**src/rtl/spmc_defs.svh**
```systemverilog
// Purpose: timing counts, mode codes and reset values for the sensor power-mode control
// Assumes: 40 MHz core clock (25 ns)
// Notes: times are in ns; cycle counts derive from them
`ifndef SPMC_DEFS_SVH
`define SPMC_DEFS_SVH

`define SPMC_CLK_PERIOD_NS 25
`define SPMC_ACT_INIT_NS 10000
`define SPMC_STBY_INIT_NS 35000
`define SPMC_STBY_ENTRY_NS 5000
`define SPMC_SLEEP_EXIT_NS 50000
`define SPMC_ACT_INIT_CYC ((`SPMC_ACT_INIT_NS + `SPMC_CLK_PERIOD_NS - 1) / `SPMC_CLK_PERIOD_NS)
`define SPMC_STBY_INIT_CYC ((`SPMC_STBY_INIT_NS + `SPMC_CLK_PERIOD_NS - 1) / `SPMC_CLK_PERIOD_NS)
`define SPMC_STBY_ENTRY_CYC ((`SPMC_STBY_ENTRY_NS + `SPMC_CLK_PERIOD_NS - 1) / `SPMC_CLK_PERIOD_NS)
`define SPMC_SLEEP_EXIT_CYC ((`SPMC_SLEEP_EXIT_NS + `SPMC_CLK_PERIOD_NS - 1) / `SPMC_CLK_PERIOD_NS)
`define SPMC_MS_CYC 40000

`define SPMC_MODE_CONFIG 3'h0
`define SPMC_MODE_STANDBY 3'h1
`define SPMC_MODE_ACT_CONT 3'h2
`define SPMC_MODE_ACT_TRIG 3'h3
`define SPMC_MODE_WAKE_SLEEP 3'h4
`define SPMC_MODE_SLEEP 3'h5
`define SPMC_MODE_DEEP_SLEEP 3'h6

`define SPMC_TRIG_SERIAL 2'h0
`define SPMC_TRIG_ALERT 2'h1

`define SPMC_ALERT_ON_DONE 1'h0
`define SPMC_ALERT_ON_THRESH 1'h1

`define SPMC_CFG_RESET 17'h00000

`endif

```
**src/rtl/spmc_pkg.sv**
```systemverilog
// Purpose: shared types for the sensor power-mode control
// Assumes: nothing
// Notes: configuration bundle is cleared by deep sleep
package spmc_pkg;

	typedef enum logic [2:0] {
		SPMC_CONFIG,
		SPMC_ENTER_STBY,
		SPMC_STANDBY,
		SPMC_INIT,
		SPMC_CONVERT,
		SPMC_SLEEPING,
		SPMC_WAKE_EXIT
	} spmc_state_type;

	typedef struct packed {
		logic [3:0] axis_enable_set;
		logic [2:0] averaging_select;
		logic [1:0] self_check_schedule;
		logic self_check_enable;
		logic [1:0] trigger_source;
		logic alert_select;
		logic [3:0] wake_interval_sel;
	} spmc_cfg_type;

endpackage

```
**src/rtl/spmc_delay.sv**
```systemverilog
// Purpose: down-counter that times mode-entry and initialization delays
// Assumes: load and run come from the same clock domain
// Notes: done is a one-cycle pulse once the count has run down to one
`timescale 1ns/1ps
module spmc_delay #(
	parameter int WIDTH = 26
) (
	// clock and reset
	input wire logic clock,
	input wire logic rst_n,
	input wire logic clk_en,
	// control
	input wire logic load,
	input wire logic [WIDTH-1:0] count,
	// status
	output logic busy,
	output logic done
);
	logic [WIDTH-1:0] cnt_q;

	always_ff @(posedge clock or negedge rst_n) begin
		if (!rst_n) begin
			cnt_q <= '0;
			busy <= 1'b0;
			done <= 1'b0;
		end else if (clk_en) begin
			done <= 1'b0;
			if (load) begin
				cnt_q <= count;
				busy <= 1'b1;
			end else if (busy) begin
				if (cnt_q <= 1) begin
					busy <= 1'b0;
					done <= 1'b1;
				end else begin
					cnt_q <= cnt_q - 1'b1;
				end
			end
		end
	end
endmodule

```
**src/rtl/spmc_top.sv**
```systemverilog
// Purpose: operating-mode sequencer of a three-axis magnetic sensor
// Assumes: serial framing decoded elsewhere; conversion engine reports done
// Notes: delays counted on the core oscillator clock
// Function
// - power-up enters configuration mode
// - mode-select field chooses operating mode
// - active conversion starts after 10 us
// - standby trigger starts after 35 us
// - configuration trigger adds standby entry time
// - nine wake intervals selectable
// - deep sleep never starts conversion
// - continuous or triggered by mode field
// - react only to selected trigger source
// - conversion length set by conversion settings
// - standby keeps support circuitry powered
// - configuration allows register access
// - configuration also accepts triggered conversion
// - sleep keeps configuration and results
// - wake from sleep by serial or alert
// - sleep exit returns to configuration
// - wake cycle converts selected channels
// - optional alert pulse per wake conversion
// - alternative alert on threshold exceed
// - controller may wake anytime and read
// - deep sleep restores factory configuration
// - deep sleep exit reaches configuration
`timescale 1ns/1ps
`include "spmc_defs.svh"
module spmc_top import spmc_pkg::*; #(
	parameter int CNT_W = 26,
	parameter int STBY_ENTRY_CYC = `SPMC_STBY_ENTRY_CYC,
	parameter int SLEEP_EXIT_CYC = `SPMC_SLEEP_EXIT_CYC,
	parameter int MS_CYC = `SPMC_MS_CYC
) (
	// clock and reset
	input wire logic clock,
	input wire logic rst_n,
	input wire logic clk_en,
	// controller side
	input wire logic [2:0] mode_select,
	input wire logic mode_write,
	input wire spmc_cfg_type cfg_in,
	input wire logic cfg_write,
	input wire logic serial_activity,
	input wire logic serial_trigger,
	// alert pin, open drain, active low
	input wire logic alert_n_in,
	output logic alert_n_out,
	output logic alert_n_oe,
	// conversion engine
	input wire logic conv_done,
	input wire logic thresh_hit,
	output logic conv_start,
	output logic [CNT_W-1:0] conv_cycles,
	output logic results_clear,
	// status
	output logic [2:0] mode_q,
	output logic support_on,
	output logic reg_access,
	output spmc_cfg_type cfg_q
);
	localparam int ACT_CYC = `SPMC_ACT_INIT_CYC;
	localparam int STBY_CYC = `SPMC_STBY_INIT_CYC;

	spmc_state_type state_q;
	logic alert_s1_q, alert_s2_q, alert_s3_q;
	logic dly_load;
	logic [CNT_W-1:0] dly_count;
	logic dly_busy, dly_done;
	logic [CNT_W-1:0] wake_cnt_q;
	logic trig_hit, alert_fall, wake_tick;
	logic [2:0] own_drive_q;

	function automatic logic [CNT_W-1:0] wake_ms(input logic [3:0] sel);
		case (sel)
			4'h0: wake_ms = CNT_W'(1);
			4'h1: wake_ms = CNT_W'(5);
			4'h2: wake_ms = CNT_W'(10);
			4'h3: wake_ms = CNT_W'(15);
			4'h4: wake_ms = CNT_W'(20);
			4'h5: wake_ms = CNT_W'(30);
			4'h6: wake_ms = CNT_W'(100);
			4'h7: wake_ms = CNT_W'(500);
			default: wake_ms = CNT_W'(1000);
		endcase
	endfunction

	function automatic logic [CNT_W-1:0] conv_len(input spmc_cfg_type c);
		logic [3:0] n;
		n = 4'(c.axis_enable_set[0]) + 4'(c.axis_enable_set[1])
			+ 4'(c.axis_enable_set[2]) + 4'(c.axis_enable_set[3]);
		if (n == 4'h0) n = 4'h1;
		conv_len = CNT_W'(({20'h0, n} * 24'h32) << c.averaging_select)
			+ (c.self_check_enable ? CNT_W'(24'h64) * (CNT_W'(c.self_check_schedule) + CNT_W'(1))
			: CNT_W'(0));
	endfunction

	// pin sync: only the second and third stages feed logic
	always_ff @(posedge clock or negedge rst_n) begin
		if (!rst_n) begin
			alert_s1_q <= 1'b1;
			alert_s2_q <= 1'b1;
			alert_s3_q <= 1'b1;
		end else if (clk_en) begin
			alert_s1_q <= alert_n_in;
			alert_s2_q <= alert_s1_q;
			alert_s3_q <= alert_s2_q;
		end
	end

	// the pin also carries our own pulse; its echo must not wake or trigger us.
	// limitation: a controller fall that overlaps our pulse is lost
	always_ff @(posedge clock or negedge rst_n) begin
		if (!rst_n) begin
			own_drive_q <= 3'h0;
		end else if (clk_en) begin
			own_drive_q <= {own_drive_q[1:0], alert_n_oe};
		end
	end
	assign alert_fall = alert_s3_q && !alert_s2_q && (own_drive_q == 3'h0);

	assign trig_hit = (cfg_q.trigger_source == `SPMC_TRIG_SERIAL) ? serial_trigger :
		(cfg_q.trigger_source == `SPMC_TRIG_ALERT) ? alert_fall : 1'b0;

	spmc_delay #(.WIDTH(CNT_W)) spmc_delay_i (
		.clock(clock),
		.rst_n(rst_n),
		.clk_en(clk_en),
		.load(dly_load),
		.count(dly_count),
		.busy(dly_busy),
		.done(dly_done)
	);

	// configuration: deep sleep restores factory values
	always_ff @(posedge clock or negedge rst_n) begin
		if (!rst_n) begin
			cfg_q <= spmc_cfg_type'(`SPMC_CFG_RESET);
		end else if (clk_en) begin
			if (mode_q == `SPMC_MODE_DEEP_SLEEP && state_q == SPMC_SLEEPING) begin
				cfg_q <= spmc_cfg_type'(`SPMC_CFG_RESET);
			end else if (cfg_write && reg_access) begin
				cfg_q <= cfg_in;
			end
		end
	end

	// wake-interval timer in clock cycles, MS_CYC per ms
	always_ff @(posedge clock or negedge rst_n) begin
		if (!rst_n) begin
			wake_cnt_q <= '0;
		end else if (clk_en) begin
			if (state_q != SPMC_SLEEPING || mode_q != `SPMC_MODE_WAKE_SLEEP) begin
				wake_cnt_q <= CNT_W'(MS_CYC) * wake_ms(cfg_q.wake_interval_sel);
			end else if (wake_cnt_q != '0) begin
				wake_cnt_q <= wake_cnt_q - 1'b1;
			end
		end
	end
	assign wake_tick = (state_q == SPMC_SLEEPING) && (mode_q == `SPMC_MODE_WAKE_SLEEP)
		&& (wake_cnt_q == CNT_W'(1));

	// delay loads, combinational from the sequencer
	always_comb begin
		dly_load = 1'b0;
		dly_count = '0;
		case (state_q)
			SPMC_CONFIG: begin
				if (mode_write) begin
					if (mode_select != `SPMC_MODE_CONFIG && mode_select != `SPMC_MODE_SLEEP
						&& mode_select != `SPMC_MODE_DEEP_SLEEP
						&& mode_select != `SPMC_MODE_WAKE_SLEEP) begin
						dly_load = 1'b1;
						dly_count = CNT_W'(STBY_ENTRY_CYC);
					end
				end else if (trig_hit) begin
					dly_load = 1'b1;
					dly_count = CNT_W'(STBY_ENTRY_CYC + STBY_CYC);
				end
			end
			SPMC_STANDBY: begin
				// a mode write wins in the sequencer, so it must not load the timer
				if (!mode_write && mode_q == `SPMC_MODE_ACT_CONT) begin
					dly_load = 1'b1;
					dly_count = CNT_W'(ACT_CYC);
				end else if (!mode_write && trig_hit) begin
					dly_load = 1'b1;
					dly_count = (mode_q == `SPMC_MODE_ACT_TRIG) ? CNT_W'(ACT_CYC)
						: CNT_W'(STBY_CYC);
				end
			end
			SPMC_INIT, SPMC_CONVERT: begin
				if (mode_q == `SPMC_MODE_WAKE_SLEEP && serial_activity) begin
					dly_load = 1'b1;
					dly_count = CNT_W'(SLEEP_EXIT_CYC);
				end
			end
			SPMC_SLEEPING: begin
				if (wake_tick) begin
					dly_load = 1'b1;
					dly_count = CNT_W'(SLEEP_EXIT_CYC + STBY_ENTRY_CYC + STBY_CYC);
				end else if (mode_q != `SPMC_MODE_DEEP_SLEEP
					&& (serial_activity || alert_fall)) begin
					dly_load = 1'b1;
					dly_count = CNT_W'(SLEEP_EXIT_CYC);
				end else if (mode_q == `SPMC_MODE_DEEP_SLEEP && serial_activity) begin
					dly_load = 1'b1;
					dly_count = CNT_W'(SLEEP_EXIT_CYC);
				end
			end
			default: begin
				dly_load = 1'b0;
				dly_count = '0;
			end
		endcase
	end

	// main sequencer
	always_ff @(posedge clock or negedge rst_n) begin
		if (!rst_n) begin
			state_q <= SPMC_CONFIG;
			mode_q <= `SPMC_MODE_CONFIG;
			conv_start <= 1'b0;
			conv_cycles <= '0;
		end else if (clk_en) begin
			conv_start <= 1'b0;
			case (state_q)
				SPMC_CONFIG: begin
					if (mode_write) begin
						mode_q <= mode_select;
						if (mode_select == `SPMC_MODE_SLEEP
							|| mode_select == `SPMC_MODE_DEEP_SLEEP
							|| mode_select == `SPMC_MODE_WAKE_SLEEP) begin
							state_q <= SPMC_SLEEPING;
						end else if (mode_select != `SPMC_MODE_CONFIG) begin
							state_q <= SPMC_ENTER_STBY;
						end
					end else if (trig_hit) begin
						state_q <= SPMC_INIT;
					end
				end
				SPMC_ENTER_STBY: begin
					if (dly_done) state_q <= SPMC_STANDBY;
				end
				SPMC_STANDBY: begin
					if (mode_write) begin
						mode_q <= mode_select;
						if (mode_select == `SPMC_MODE_CONFIG) state_q <= SPMC_CONFIG;
						else if (mode_select >= `SPMC_MODE_WAKE_SLEEP) state_q <= SPMC_SLEEPING;
					end else if (dly_load) begin
						state_q <= SPMC_INIT;
					end
				end
				SPMC_INIT: begin
					if (dly_load) begin
						state_q <= SPMC_WAKE_EXIT;
					end else if (dly_done) begin
						conv_start <= 1'b1;
						conv_cycles <= conv_len(cfg_q);
						state_q <= SPMC_CONVERT;
					end
				end
				SPMC_CONVERT: begin
					if (dly_load) begin
						state_q <= SPMC_WAKE_EXIT;
					end else if (conv_done) begin
						if (mode_q == `SPMC_MODE_WAKE_SLEEP) state_q <= SPMC_SLEEPING;
						else if (mode_q == `SPMC_MODE_CONFIG) state_q <= SPMC_CONFIG;
						else state_q <= SPMC_STANDBY;
					end
				end
				SPMC_SLEEPING: begin
					if (wake_tick) begin
						state_q <= SPMC_INIT;
					end else if (dly_load) begin
						state_q <= SPMC_WAKE_EXIT;
					end
				end
				SPMC_WAKE_EXIT: begin
					if (dly_done) begin
						state_q <= SPMC_CONFIG;
						mode_q <= `SPMC_MODE_CONFIG;
					end
				end
				default: state_q <= SPMC_CONFIG;
			endcase
		end
	end

	// status flops
	always_ff @(posedge clock or negedge rst_n) begin
		if (!rst_n) begin
			support_on <= 1'b0;
			reg_access <= 1'b1;
			results_clear <= 1'b0;
		end else if (clk_en) begin
			support_on <= (state_q == SPMC_STANDBY) || (state_q == SPMC_INIT)
				|| (state_q == SPMC_CONVERT);
			reg_access <= (state_q == SPMC_CONFIG);
			results_clear <= (state_q == SPMC_SLEEPING)
				&& (mode_q == `SPMC_MODE_DEEP_SLEEP);
		end
	end

	// alert output: pulse on done, or only on threshold
	always_ff @(posedge clock or negedge rst_n) begin
		if (!rst_n) begin
			alert_n_out <= 1'b1;
			alert_n_oe <= 1'b0;
		end else if (clk_en) begin
			alert_n_out <= 1'b0;
			alert_n_oe <= (state_q == SPMC_CONVERT) && conv_done
				&& (mode_q == `SPMC_MODE_WAKE_SLEEP)
				&& ((cfg_q.alert_select == `SPMC_ALERT_ON_DONE) || thresh_hit);
		end
	end

	// deep sleep must never reach a conversion start
	a_deep_no_conv: assert property (@(posedge clock) disable iff (!rst_n)
		(mode_q == `SPMC_MODE_DEEP_SLEEP) |-> !conv_start)
		else $error("conversion started in deep sleep");
	a_reset_config: assert property (@(posedge clock) disable iff (!rst_n)
		$rose(rst_n) |-> state_q == SPMC_CONFIG)
		else $error("not in configuration after reset");
	a_exit_config: assert property (@(posedge clock) disable iff (!rst_n)
		(state_q == SPMC_WAKE_EXIT && dly_done && clk_en) |=> state_q == SPMC_CONFIG)
		else $error("sleep exit did not reach configuration");
	a_init_start: assert property (@(posedge clock) disable iff (!rst_n)
		(state_q == SPMC_INIT && dly_done && !dly_load && clk_en) |=> conv_start)
		else $error("init done without conversion start");
	a_timer_running: assert property (@(posedge clock) disable iff (!rst_n)
		(state_q == SPMC_INIT || state_q == SPMC_ENTER_STBY || state_q == SPMC_WAKE_EXIT)
		|-> (dly_busy || dly_done))
		else $error("delay state without running timer");
	a_deep_cfg_clear: assert property (@(posedge clock) disable iff (!rst_n)
		(clk_en && state_q == SPMC_SLEEPING && mode_q == `SPMC_MODE_DEEP_SLEEP)
		|=> cfg_q == spmc_cfg_type'(`SPMC_CFG_RESET))
		else $error("configuration kept in deep sleep");
	a_standby_pwr: assert property (@(posedge clock) disable iff (!rst_n)
		(state_q == SPMC_STANDBY && clk_en) |=> support_on)
		else $error("support off in standby");
	a_alert_thresh: assert property (@(posedge clock) disable iff (!rst_n)
		(clk_en && state_q == SPMC_CONVERT && conv_done && !thresh_hit
		&& mode_q == `SPMC_MODE_WAKE_SLEEP && cfg_q.alert_select == `SPMC_ALERT_ON_THRESH)
		|=> !alert_n_oe)
		else $error("alert without threshold");
	a_cfg_access: assert property (@(posedge clock) disable iff (!rst_n)
		(clk_en && state_q == SPMC_CONFIG) |=> reg_access)
		else $error("register access lost in configuration");
	a_mode_write: assert property (@(posedge clock) disable iff (!rst_n)
		(clk_en && state_q == SPMC_CONFIG && mode_write) |=> mode_q == $past(mode_select))
		else $error("mode write not taken");
endmodule

```
**config.mk**
```make
export PLATFORM = sky130hd
export DESIGN_NAME = spmc_top
export DESIGN_NICKNAME = d
export VERILOG_FILES = /design/src/rtl/spmc_pkg.sv /design/src/rtl/spmc_delay.sv /design/src/rtl/spmc_top.sv
export VERILOG_INCLUDE_DIRS = /design/src /design/src/rtl
export SDC_FILE = /design/constraint.sdc
export NUM_CORES = 1
export LEC_CHECK = 0
export BUFFER_PORTS_ARGS = -buffer_cell sky130_fd_sc_hd__buf_2
export CAP_MARGIN = 20
export CORE_MARGIN = 2
export CORE_UTILIZATION = 55
export CTS_CLUSTER_SIZE = 20
export DETAILED_ROUTE_END_ITERATION = 12
export PLACE_DENSITY = 0.78
export SLEW_MARGIN = 20
export SYNTH_ARGS = -nofsm -noshare
export SYNTH_HDL_FRONTEND = slang
export SYNTH_SLANG_ARGS = --single-unit
```
**constraint.sdc**
```tcl
create_clock -name clock -period 4.25 [get_ports clock]
set_clock_uncertainty 0.15 [all_clocks]
set_input_delay 0.85 -clock clock [delete_from_list [all_inputs] [get_ports clock]]
set_output_delay 0.85 -clock clock [all_outputs]
set_load 0.01 [all_outputs]
```
==> run summary <==
The residual DRC count came out at 0. The fraction of layout instances using a drive strength above 1 is 23.64%. In this run the tightest slew margin relative to its limit is 46.85%. The post-detailed-route wirelength per cell came out at 17.42 um. For this run, the leading register cell type out of synthesis is sky130_fd_sc_hd__dfrtp_1. At the pin with the least slew margin, the transition time is 0.7912 ns. The post-CTS clock slew at the launch and capture registers of the worst setup and hold paths came out at 0.07 ns. Counting the buffers created by CTS gives 9.

The post-route worst hold slack is 0.3257 ns. The detailed router placed 7476 vias in this run. The H-tree depth is 3. The area of the core region came out at 0.01459 sq mm.

The area growth from synthesis to layout is 18.96%. The die span in x is 126.4 um. Multiplexer cells account for 3.674% of the synthesized area. The area share of xor/xnor cells in the synthesized design came out at 4.145%. The starting utilization of the core area came out at 56.48%. The cell taking the most area after synthesis is sky130_fd_sc_hd__dfrtp_1. Counting flops and latches in the post-synthesis netlist gives 106. The overall routed net length came out at 21.41 mm. The flow ran to the end, but the final reports show violations. Dividing the final minimum period by the clock period gives 105.2%. The number of inserted diodes is 0. The detail-routed via count per cell is 6.083. The path class of the tightest hold or removal check is flop to flop. The die is 126.4 um tall. The cell count after placement came out at 1206. The number of warnings printed during yosys synthesis is 0. The final weighted congestion of routability-driven global placement came out at 0.9273.

The final non-filler cell total came out at 1229. In the layout the commonest cells are 99 x sky130_fd_sc_hd__dfrtp_1, 81 x sky130_fd_sc_hd__nand2_1, 75 x sky130_fd_sc_hd__o21ai_0, 71 x sky130_fd_sc_hd__buf_2, 69 x sky130_fd_sc_hd__nor2_1. STA classifies the critical path endpoint as a flop. The wire length of the first global-routing pass came out at 33.52 mm. The die covers 0.01598 sq mm.

The data arrival time of the worst path is 4.57 ns. The data required time at the worst endpoint is 4.35 ns. By area the synthesized netlist is led by sky130_fd_sc_hd__dfrtp_1 31%, sky130_fd_sc_hd__ha_1 10%, sky130_fd_sc_hd__o21ai_0 4.7%. The number of instances in the synthesized netlist came out at 931. The number of nets at the end of the flow is 1149.

The number of buffers added to fix hold violations after cts is 0. In this run the mean area of a mapped cell was 8.851 sq um. Detailed placement finished with a half-perimeter wire length of 14.92 mm. The shortest clock period the worst path allows after layout came out at 4.472 ns. The critical path is of the flop to flop type. Across the run, the number of max-cap violations was 0. The number of placement rows is 44. The library cell used most frequently in the layout, excluding fill and tap cells, is sky130_fd_sc_hd__dfrtp_1.

The fmax is 223.6 MHz. The maximum number of buffers from clock root to sink came out at 2. The mapped cell area came out at 0.008240 sq mm. The maximum fanout count along the critical path came out at 6. The post-layout worst setup margin came out at -0.2222 ns.

The met2 wire length came out at 10.76 mm. The root buffer selected by CTS is sky130_fd_sc_hd__clkbuf_16. The share of synthesized area occupied by flip-flops and latches came out at 32.27%.

The boundary pin count is 82. After Yosys synthesis, and, or, nand and nor cells account for 22.24% of the synthesized area. Clock latency on the worst-skew pair, taken at its later pin, is 0.37 ns. The synthesized netlist devotes 13.00% of its cell area to adder and majority cells. The global route total overflow is 0. By area, the combinational part of the netlist is dominated by simple AND/OR/NAND/NOR gates. During placement, the flow inserted port buffers numbering 72. The compound-gate portion of the synthesized area came out at 19.54%. The checks that failed: negative setup slack. The startpoint kind of the worst setup timing path is a flop. The utilization of the core after routing came out at 67.20%.

The synthesized design contains 0 enable-type register cells. The count of TritonRoute iterations in the first routing pass is 5. The starting DRC count in detailed routing came out at 622.

The final number of hold-violating endpoints is 0. The netlist uses 91 different library cells. The antenna violation net count after detailed routing is 0.

The global-route usage over all layers came out at 25.55%. The initial antenna violation count is 0. The clock tree from TritonCTS is built.

The clock net sink count came out at 106. The maximum number of pins on one net before global-route repair is 59. Setup violations remaining at the end of the flow were counted as 7. The number of global-route vias before repair is 6809. The area share of the largest cell type after synthesis is 30.67%.

Summed over all nets, wire length on met3 after detailed routing comes to 1.022 mm. After synthesis, the share of flip-flops with an asynchronous set or reset is 100.0%. After detailed routing, no signal wire sits above met4. The number of max-slew violations in the final report came to 0. Setup repair after global routing could not meet its margin everywhere.

For this block, wires on met1 add up to 9.236 mm.
[path summary, 6_finish.rpt]
path / startpoint / endpoint / slack, ns / cells after the start
worst max-delay path: cfg_q[13] / conv_cycles[14] / -0.22 / 17
worst min-delay path: conv_cycles[12] / conv_cycles[12] / 0.33 / 2
worst max register to register: cfg_q[13] / conv_cycles[14] / -0.22 / 17
worst min register to register: conv_cycles[12] / conv_cycles[12] / 0.33 / 2
max in group asynchronous: rst_n / reg_access / 2.83 / 2
min in group asynchronous: rst_n / spmc_delay_i.done / 0.36 / 1
[routing by layer]
metal | up-vias | track usage [%]
li1 | 3598 | -
met4 | 0 | 7.563
met5 | - | 0
met1 | 3617 | 33.97
met2 | 227 | 42.75
met3 | 34 | 4.682
[metrics by stage]
step / setup slack [ns] / cell area, sq um / TNS, ns
after floorplan: -0.3035 / 8382 / -0.6969
after global placement: -0.1142 / 9165 / -0.2222
after detailed placement: -0.1909 / 9165 / -0.7360
after CTS: -0.1029 / 9570 / -0.3284
after global routing: -0.3625 / 9803 / -2.710
final: -0.2222 / 9803 / -0.7878
[what timing repair did]
action                                  in CTS  in global routing
setup buffers                                4                  4
endpoints found under the setup margin      10                 15
resized for setup                           18                 30
pin swaps                                   16                 20
[synthesized netlist by cell type (all sizes together) (4+ instances only)]
| cell type | number |
|---|---|
| dfstp | 5 |
| nand2b | 11 |
| ha | 68 |
| a211oi | 7 |
| nor3b | 8 |
| or3 | 13 |
| a21o | 11 |
| o21bai | 6 |
| dfrtp | 101 |
| nor3 | 39 |
| a31oi | 6 |
| nor4 | 19 |
| and2 | 14 |
| o22ai | 7 |
| o21a | 6 |
| nor2 | 74 |
| inv | 48 |
| nand4b | 5 |
| and3 | 8 |
| mux2i | 7 |
| nand4 | 9 |
| mux4 | 4 |
| o31ai | 6 |
| o211ai | 7 |
| buf | 22 |
| or4 | 8 |
| nor2b | 11 |
| nand2 | 81 |
| a21oi | 44 |
| nand3 | 23 |
| fa | 11 |
| a22oi | 4 |
| clkbuf | 26 |
| a22o | 20 |
| mux2 | 12 |
| xor2 | 18 |
| xnor2 | 21 |
| nand3b | 6 |
| o21ai | 86 |
| a221o | 4 |
[cells by family (layout without fill, tap and decap cells)]
kind of cell	Yosys count	after routing
adders and majority gates	79	79
and+or+nand+nor	339	339
muxes	23	23
other	2	11
xor gates and xnor gates	39	39
buffers and inverters	97	202
DFF	106	106
AOI/OAI and AO/OA	246	246
[worst max-delay path, stage by stage, from the launching register on]
cell and delay, ns:
sky130_fd_sc_hd__dfrtp_1 0.40, sky130_fd_sc_hd__fa_1 0.54, sky130_fd_sc_hd__ha_4 0.20, sky130_fd_sc_hd__ha_4 0.29, sky130_fd_sc_hd__o21bai_4 0.07, sky130_fd_sc_hd__ha_4 0.17, sky130_fd_sc_hd__ha_4 0.16, sky130_fd_sc_hd__buf_4 0.15
sky130_fd_sc_hd__xnor2_1 0.11, sky130_fd_sc_hd__mux4_2 0.47, sky130_fd_sc_hd__mux2i_1 0.17, sky130_fd_sc_hd__ha_1 0.24, sky130_fd_sc_hd__o21a_1 0.18, sky130_fd_sc_hd__nor2_1 0.07, sky130_fd_sc_hd__or4b_4 0.51, sky130_fd_sc_hd__nor3_4 0.22
sky130_fd_sc_hd__xor2_1 0.16, sky130_fd_sc_hd__o21ai_1 0.07
[sequential cells by signal, summed over array words and instances, names as in the netlist, 3 cells and up]
register / flops
mode_q: 3
state_q: 3
own_drive_q: 3
spmc_delay_i.cnt_q: 26
conv_cycles: 17
wake_cnt_q: 26
cfg_q: 17
[layout make-up]
| class | count | area (sq um) |
|---|---|---|
| Clock buffer | 11 | 252.7 |
| Tap cell | 184 | 230.2 |
| Timing Repair Buffer | 137 | 867.1 |
| Sequential cell | 106 | 2661 |
| Fill cell | 1158 | 4786 |
| Multi-Input combinational cell | 737 | 5564 |
| Clock inverter | 5 | 43.79 |
| Inverter | 49 | 183.9 |
Power is not shown: default switching activity piles up to over one toggle a cycle in this logic, so the estimate is an artifact.
